<file path="config.mk">
export PLATFORM = sky130hd
export DESIGN_NAME = scd_spi_decoder
export DESIGN_NICKNAME = d
export VERILOG_FILES = /design/src/hdl/scd_pkg.sv /design/src/hdl/scd_spi_decoder.sv /design/src/hdl/scd_sync.sv
export SDC_FILE = /design/constraint.sdc
export NUM_CORES = 1
export LEC_CHECK = 0
export ABC_AREA = 1
export BUFFER_PORTS_ARGS = -buffer_cell sky130_fd_sc_hd__buf_2
export CORE_UTILIZATION = 30
export DETAILED_ROUTE_END_ITERATION = 16
export PLACE_DENSITY = 0.46
export SYNTH_ARGS = -nofsm -noshare
export SYNTH_HDL_FRONTEND = slang
export SYNTH_SLANG_ARGS = --single-unit
export TNS_END_PERCENT = 20
</file>
<file path="constraint.sdc">
create_clock -name sys_clk -period 5.25 [get_ports sys_clk]
set_clock_uncertainty 0.05 [all_clocks]
set_input_delay 0.7875 -clock sys_clk [delete_from_list [all_inputs] [get_ports sys_clk]]
set_output_delay 0.7875 -clock sys_clk [all_outputs]
set_load 0.02 [all_outputs]
</file>
<file path="src/hdl/scd_pkg.sv">
// Behaviour
// RL1 - cmd 00, bit7 clear: status then register
// RL2 - cmd 00, bit7 set: status then device info
// RL3 - cmd 01 writes data; answer status, extended status
// RL4 - cmd 11 returns status then low/high flags
// RL5 - host sends bit 8 one on reads
// RL6 - parity concerns write frames only
// RL7 - parity counts bits 15-9 and 7-0
// RL8 - host makes overall parity odd
// RL9 - parity checked only when enable bit set
// RL10 - host sends bit 8 zero without parity
// RL11 - monitor register fields; bits 2-0 zero
// RL12 - source select: off, then seven sources
// RL13 - bit 4 enables internal ground resistor
// RL14 - bit 3 attenuates, only for io sources
// RL15 - monitor clears: reset, supply off, not normal
// RL16 - access with supply off ignored, cleared
// RL17 - bad parity write is discarded
// RL18 - sixteen bits, msb first, act after all
package scd_pkg;
    // command codes in frame bits 15..14
    localparam logic [1:0] CMD_READ = 2'h0;
    localparam logic [1:0] CMD_WRITE = 2'h1;
    localparam logic [1:0] CMD_RSVD = 2'h2;
    localparam logic [1:0] CMD_FLAG = 2'h3;
    // register addresses and layout
    localparam logic [4:0] ADDR_MONITOR = 5'h00;
    localparam logic [7:0] MON_RESET = 8'h00;
    localparam logic [7:0] MON_WRITE_MASK = 8'hf8;
    localparam int MON_SRC_HI = 7;
    localparam int MON_SRC_LO = 5;
    localparam int MON_RES_BIT = 4;
    localparam int MON_ATT_BIT = 3;
    localparam logic [2:0] SRC_OFF = 3'h0;
    localparam logic [2:0] SRC_IO0 = 3'h4;
    localparam logic [2:0] SRC_IO1 = 3'h5;
    localparam int NUM_SOURCES = 7;
    // frame counting
    localparam logic [4:0] BITS_FRAME = 5'h10;
    localparam logic [4:0] BITS_FIRST_BYTE = 5'h08;
    localparam logic [4:0] BITS_ADDR_DONE = 5'h07;
    localparam logic [4:0] BITS_SAT = 5'h1f;
    localparam logic [7:0] ANSWER_NONE = 8'h00;

    // one received frame, msb first
    typedef struct packed {
        logic [1:0] cmd;
        logic [4:0] addr;
        logic pn;
        logic [7:0] data;
    } scd_frame_t;

    // the three sampled spi pins
    typedef struct packed {
        logic sclk;
        logic cs_n;
        logic mosi;
    } scd_pins_t;

    typedef enum logic [0:0] {
        ST_IDLE = 1'b0,
        ST_ACTIVE = 1'b1
    } scd_state_t;
endpackage : scd_pkg

</file>
<file path="src/hdl/scd_spi_decoder.sv">
`timescale 1ns/10ps
`default_nettype none
// spi slave command decoder with analog monitor select register
module scd_spi_decoder
    import scd_pkg::*;
(
    input wire logic sys_clk,
    input wire logic sys_rst,
    input wire logic spi_sclk,
    input wire logic spi_cs_n,
    input wire logic spi_mosi,
    output logic spi_miso,
    output logic spi_miso_oe,
    input wire logic [7:0] fixed_status,
    input wire logic [7:0] ext_status,
    input wire logic [7:0] device_info,
    input wire logic [7:0] flags_low,
    input wire logic [7:0] flags_high,
    input wire logic parity_check_en,
    input wire logic can_supply_on,
    input wire logic normal_mode,
    output logic [4:0] frame_addr,
    output logic [2:0] monitor_source_sel,
    output logic [NUM_SOURCES-1:0] monitor_route,
    output logic internal_load_resistor_en,
    output logic monitor_attenuate
);
    scd_pins_t pins_raw; // pins as they arrive
    scd_pins_t pins_s; // pins after two flops

    assign pins_raw = '{sclk: spi_sclk, cs_n: spi_cs_n, mosi: spi_mosi};

    // every pin crosses two flops before anything looks at it
    // sclk parks low and cs_n high, so the edge history starts at idle
    scd_sync #(
        .WIDTH(3),
        .RST_VAL(scd_pins_t'{sclk: 1'b0, cs_n: 1'b1, mosi: 1'b0})
    ) u_sync (
        .sys_clk(sys_clk),
        .sys_rst(sys_rst),
        .async_in(pins_raw),
        .sync_out(pins_s)
    );

    // ---------------- edge detection ----------------
    logic sclk_q; // previous synchronised sclk
    logic cs_n_q; // previous synchronised cs_n
    logic fall_d; // sclk fall, one cycle late so mosi has settled
    logic sclk_rise;
    logic sclk_fall;
    logic cs_fall;
    logic cs_rise;

    assign sclk_rise = pins_s.sclk & ~sclk_q;
    assign sclk_fall = ~pins_s.sclk & sclk_q;
    assign cs_fall = ~pins_s.cs_n & cs_n_q;
    assign cs_rise = pins_s.cs_n & ~cs_n_q;

    // history flops for edge finding
    always_ff @(posedge sys_clk) begin
        if (sys_rst) begin
            sclk_q <= 1'b0;
            cs_n_q <= 1'b1;
            fall_d <= 1'b0;
        end else begin
            sclk_q <= pins_s.sclk;
            cs_n_q <= pins_s.cs_n;
            fall_d <= sclk_fall;
        end
    end

    // ---------------- frame shifter ----------------
    scd_state_t state, next_state;
    logic [15:0] rx, next_rx; // received bits, newest at bit 0
    logic [4:0] bit_cnt, next_bit_cnt; // rising edges seen this frame
    logic [7:0] tx, next_tx; // bits still to send in this byte
    logic next_miso;
    logic next_miso_oe;
    logic [4:0] next_frame_addr;
    logic frame_done, next_frame_done; // one-cycle pulse, full frame in
    logic [7:0] mon_reg, next_mon_reg; // analog monitor select register
    logic [7:0] answer; // second reply byte
    scd_frame_t head; // first byte as seen at the answer point
    scd_frame_t frame; // complete frame at cs rise

    assign head = scd_frame_t'({rx[7:0], 8'h00});
    assign frame = scd_frame_t'(rx);

    // answer byte; bit 7 of mosi is live on the line at this point
    always_comb begin
        answer = ANSWER_NONE;
        case (head.cmd)
            CMD_READ: begin
                if (pins_s.mosi) begin
                    answer = device_info; // RL2
                end else if (head.addr == ADDR_MONITOR) begin
                    answer = mon_reg; // RL1
                end else begin
                    answer = ANSWER_NONE; // other registers live elsewhere
                end
            end
            CMD_WRITE: answer = ext_status; // RL3
            CMD_FLAG: answer = pins_s.mosi ? flags_high : flags_low; // RL4
            default: answer = ANSWER_NONE; // reserved code
        endcase
    end

    // shifter next state: sample on rise, drive on fall, msb first
    always_comb begin
        next_state = state;
        next_rx = rx;
        next_bit_cnt = bit_cnt;
        next_tx = tx;
        next_miso = spi_miso;
        next_frame_addr = frame_addr;
        next_frame_done = 1'b0;
        case (state)
            ST_IDLE: begin
                if (cs_fall) begin
                    // fixed status is presented before the first clock
                    next_state = ST_ACTIVE;
                    next_bit_cnt = '0;
                    next_rx = '0;
                    next_miso = fixed_status[7];
                    next_tx = {fixed_status[6:0], 1'b0};
                end
            end
            ST_ACTIVE: begin
                if (cs_rise) begin
                    next_state = ST_IDLE;
                    // act only on exactly sixteen bits
                    next_frame_done = (bit_cnt == BITS_FRAME); // RL18
                end else begin
                    if (sclk_rise && bit_cnt != BITS_SAT) begin
                        next_rx = {rx[14:0], pins_s.mosi}; // RL18
                        next_bit_cnt = bit_cnt + 5'h01;
                        // address is known once bits 15..9 are in
                        if (next_bit_cnt == BITS_ADDR_DONE) begin
                            next_frame_addr = next_rx[4:0];
                        end
                    end
                    if (fall_d) begin
                        if (bit_cnt == BITS_FIRST_BYTE) begin
                            next_miso = answer[7];
                            next_tx = {answer[6:0], 1'b0};
                        end else if (bit_cnt < BITS_FRAME) begin
                            next_miso = tx[7];
                            next_tx = {tx[6:0], 1'b0};
                        end
                    end
                end
            end
            default: next_state = ST_IDLE;
        endcase
        next_miso_oe = (next_state == ST_ACTIVE);
    end

    // shifter registers
    always_ff @(posedge sys_clk) begin
        if (sys_rst) begin
            state <= ST_IDLE;
            rx <= '0;
            bit_cnt <= '0;
            tx <= '0;
            spi_miso <= 1'b0;
            spi_miso_oe <= 1'b0;
            frame_addr <= '0;
            frame_done <= 1'b0;
        end else begin
            state <= next_state;
            rx <= next_rx;
            bit_cnt <= next_bit_cnt;
            tx <= next_tx;
            spi_miso <= next_miso;
            spi_miso_oe <= next_miso_oe;
            frame_addr <= next_frame_addr;
            frame_done <= next_frame_done;
        end
    end

    // ---------------- monitor register ----------------
    logic parity_ok; // write frame passes the optional check
    logic mon_write; // a full write frame to the monitor register, before the parity and supply checks

    // odd overall parity over all sixteen bits equals the stated rule
    assign parity_ok = ~parity_check_en | (^rx); // RL7 RL9
    assign mon_write = frame_done && frame.cmd == CMD_WRITE
                       && frame.addr == ADDR_MONITOR; // RL6

    // next register value; supply off or mode change wins over a write
    always_comb begin
        next_mon_reg = mon_reg;
        if (!can_supply_on || !normal_mode) begin
            next_mon_reg = MON_RESET; // RL15 RL16
        end else if (mon_write && parity_ok) begin
            next_mon_reg = frame.data & MON_WRITE_MASK; // RL3 RL11
        end else if (mon_write) begin
            next_mon_reg = mon_reg; // RL17
        end
    end

    // register plus decoded analog controls
    logic [2:0] src; // current source select
    logic [NUM_SOURCES-1:0] next_route;

    assign src = mon_reg[MON_SRC_HI:MON_SRC_LO];

    // one route line per source code 1..7; code 0 drives none
    genvar g;
    generate
        for (g = 0; g < NUM_SOURCES; g++) begin : g_route
            assign next_route[g] = (src == 3'(g + 1)); // RL12
        end
    endgenerate

    always_ff @(posedge sys_clk) begin
        if (sys_rst) begin
            mon_reg <= MON_RESET; // RL15
            monitor_source_sel <= SRC_OFF;
            monitor_route <= '0;
            internal_load_resistor_en <= 1'b0;
            monitor_attenuate <= 1'b0;
        end else begin
            mon_reg <= next_mon_reg;
            monitor_source_sel <= src;
            monitor_route <= next_route;
            internal_load_resistor_en <= mon_reg[MON_RES_BIT]; // RL13
            // attenuation only means something on the io inputs
            monitor_attenuate <= mon_reg[MON_ATT_BIT]
                                 && (src == SRC_IO0 || src == SRC_IO1); // RL14
        end
    end

    logic answer_pt; // cycle where the second byte is loaded
    assign answer_pt = state == ST_ACTIVE && !cs_rise && fall_d
                       && bit_cnt == BITS_FIRST_BYTE;
endmodule : scd_spi_decoder
`default_nettype wire

</file>
<file path="src/hdl/scd_sync.sv">
`timescale 1ns/10ps
`default_nettype none
// two-stage synchroniser, one stage pair per bit
module scd_sync #(
    parameter int WIDTH = 3,
    parameter logic [WIDTH-1:0] RST_VAL = '1 // idle level of each pin
) (
    input wire logic sys_clk,
    input wire logic sys_rst,
    input wire logic [WIDTH-1:0] async_in,
    output logic [WIDTH-1:0] sync_out
);
    logic [WIDTH-1:0] meta; // first stage, read only by second stage

    genvar i;
    generate
        for (i = 0; i < WIDTH; i++) begin : g_bit
            // reset to each pin's idle level so no edge is faked at release
            always_ff @(posedge sys_clk) begin
                if (sys_rst) begin
                    meta[i] <= RST_VAL[i];
                    sync_out[i] <= RST_VAL[i];
                end else begin
                    meta[i] <= async_in[i];
                    sync_out[i] <= meta[i];
                end
            end
        end
    endgenerate
endmodule : scd_sync
`default_nettype wire

</file>
==> impl_metrics.yaml <==
drt:
  dr.pass1.iters: 5
  final_antenna_net_count: 0
  drt_iter0_drc: 63
  via_per_inst: 4.45
  drt_wl_total_um: 7470
  drc: 0
  vias: 2836
  wl_per_cell_um: 11.7
final_layout:
  diodes: 0
  seq_area_sq_um: 1240
  layout.nets: 561
  drive_gt1_share_pct: 18.3
  num-fill-cells: 1054
  area_growth_syn_to_layout_pct: 22.3
  multi_input_area_sq_um: 1450
  layoutNonFillerInstCount: 638
  largest_reg_flops: 16
clocking:
  numClockSinks: 62
  clk_latency_ns: 0.34
  cts_resized: 0
  htree_levels: 3
  numCtsBuffers: 9
  cts_tree: "built"
  cts_hold_buf: 0
  postCtsSetupRepairBufs: 0
  cts_buffer_depth: 2
  path_clk_slew_ns: 0.07
  cts_root_buffer: "clkbuf_8"
place:
  placed_cells: 622
  port-buffer-count: 66
  gp_congestion: 0.732
  dp_slack_ns: 2.85
  dp_hpwl_um: 5330
floorplan:
  rows: 35
  start_util_pct: 31.3
  core_area_sq_um: 9370
  fp.dieW_um: 101
  dieArea_sq_um: 10200
  die_y_um: 101
  ios: 67
timing:
  totalNegativeSetupSlack_ns: 0
  setup_viol: 0
  rsz0062_at_grt: "no"
  slew_violations: 0
  worstMarginPinSlew_ns: 0.945
  timing.final.ws_setup_ns: 2.87
  hold_viol_final: 0
  fin_crit_sh_pct: 45.2
  fin_crit_ns: 2.38
  max_freq_ghz: 0.421
  maxSlewHeadroom_pct: 36.6
job:
  cap_violations: 0
synth:
  synth_top_area_share_pct: 42.4
  ys.flop_type: "dfxtp_1"
  syn-num-nets: 495
  synth_commonest_cells: "nand2_1, dfxtp_1, nor2_1"
  synth-seq-cells: 62
  yosysMostFrequentCell: "nand2_1"
  avgSynthCellArea_sq_um: 6.69
  syn-cell-area_sq_um: 2930
  yosysSeqAreaShare_pct: 42.4
  synthDistinctLibCells: 27
  yosys.area.top_type: "dfxtp_1"
  async_reset_ff_share_pct: 0
  synth-edff-count: 0
  yosys_warnings: 0
  synth_area_leaders: "dfxtp_1, nand2_1, a21oi_1"
  synthCells: 438
critical_path:
  critPathKind: "reg2reg"
  crit_path_end_kind: "register"
  critPathMaxFanout: 21
  crit_family: "simple AND/OR/NAND/NOR gates"
  slowest_delay_ns: 0.45
  worst_ep_required_time_ns: 5.47
  startpoint_type: "register"
  slowest_stage: "nor2_1"
  critPathMostFrequentCell: "nor2_1"
  cp_cell_sequence: "ha_1, nand2_1, nor2_1, ha_1, nor2_1, nand2_1, nor2_1, buf_4, nor2_1, buf_4, nand2_1, a21oi_1"
  crit_buf_inv: 2
  crit_arrival_ns: 2.59
grt:
  busiest_layer: "met2"
  use_met2_pct: 26.2
  gr-usage-met1_pct: 20.3
  grt_first_pass_wirelength_um: 12600
  grt_pass1_vias: 2668
  globalRouteTotalUtil_pct: 16.0
  grt_max_degree: 37
  grt-ovfl-total: 0
  grt_antenna_before_repair: 0
  grt_util_met3_pct: 3.95
pwr:
  p_int_uw: 742
  power.density_nw_per_um2: 268
  cellLeakagePower_uw: 0.00165
  swShare_pct: 22.6
  switching_power_uw: 217
  ir_worst_vdd_uv: 99.8
  p_comb_share_pct: 5.4
  seq_power_share_pct: 50.3
  p_clk_share_pct: 44.3
outcome:
  run_status: "completed"
hold_path:
  hold_class: "reg2reg"
## layout by cell type (no fill, tap or decap)
| master | n |
|---|---|
| buf_2 | 66 |
| o211ai_1 | 3 |
| nor2_1 | 50 |
| o32ai_1 | 1 |
| clkbuf_1 | 1 |
| o21ai_1 | 7 |
| bufinv_16 | 1 |
| buf_4 | 2 |
| inv_2 | 3 |
| nand3_2 | 1 |
| nor3_2 | 1 |
| a31oi_1 | 1 |
| nor2_2 | 1 |
| nor3_1 | 4 |
| nor3b_1 | 1 |
| a41oi_1 | 1 |
| clkinv_2 | 3 |
| a21oi_1 | 43 |
| inv_1 | 47 |
| clkbuf_8 | 11 |
| nand2_1 | 136 |
| nand2_2 | 1 |
| nor4_1 | 2 |
| or2_2 | 3 |
| dfxtp_1 | 62 |
| xor2_1 | 2 |
| nand3_1 | 22 |
| o21ai_0 | 22 |
| nand4_1 | 2 |
| ha_1 | 9 |
## kinds of logic (layout without fill, tap and decap cells)
family | count (synthesis) | in the layout | share of synthesized area [%]
xor gates and xnor gates | 2 | 2 | 0.598
AOI/OAI and AO/OA | 78 | 78 | 13.9
adders and majority gates | 9 | 9 | 3.84
buffers and inverters | 63 | 134 | 8.20
DFF | 62 | 62 | 42.4
and+or+nand+nor | 224 | 224 | 31.1
## cell type report
cell class                 count  share of cell area, %
inverter                      50                   5.24
clock buffer                  12                   4.33
tap                          129                   4.50
multi-input combinational    313                   40.4
clock inverter                 4                   1.26
sequential                    62                   34.6
timing repair buffer          68                   9.63
## path summary, 6_finish.rpt
| kind | startpoint | to | slack, ns | depth (start not counted) |
|---|---|---|---|---|
| setup / recovery | bit_cnt[1]$_SDFFE_PP0P_ | frame[10]$_SDFFE_PP0P_ | 2.87 | 12 |
| hold / removal | u_sync.meta[0]$_SDFF_PP0_ | u_sync.sync_out[0]$_SDFF_PP0_ | 0.35 | 2 |
| setup reg to reg | bit_cnt[1]$_SDFFE_PP0P_ | frame[10]$_SDFFE_PP0P_ | 2.87 | 12 |
| hold reg to reg | u_sync.meta[0]$_SDFF_PP0_ | u_sync.sync_out[0]$_SDFF_PP0_ | 0.35 | 2 |
## per-layer routing
layer / wire [um] / vias up
met2: 3250 / 66
met1: 3720 / 1237
met3: 388 / 10
li1: - / 1523
met5: 0 / -
met4: 106 / 0
## metrics by stage
stage                     total power [uW]  utilization (%)  area (sq um)  hold WS, ns
after floorplan                        519                -          2930        0.338
final                                  959             38.3          3580        0.351
after global placement                 545             36.1          3380        0.342
after CTS                              974             38.3          3580        0.357
after detailed placement               545             36.1          3380        0.347
after global routing                  1000             38.3          3580        0.366
## worst register-to-register path, delay by kind of cell (launching register included)
family          cells  cell delay [ns]
simple gates        7             0.87
flops               1             0.40
compound gates      1             0.13
fa+ha+maj           2             0.36
buf+inv             2             0.51
## power groups by stage
stage / sequential [uW] / combinational [uW] / clock (uW)
2_1_floorplan: 491 / 28.3 / 0
3_3_place_gp: 493 / 52.5 / 0
3_5_place_dp: 493 / 52.6 / 0
4_1_cts: 482 / 52.8 / 439
5_1_grt: 483 / 58.9 / 463
6_report: 482 / 52.0 / 425
Power figures use the tool's default switching activity.
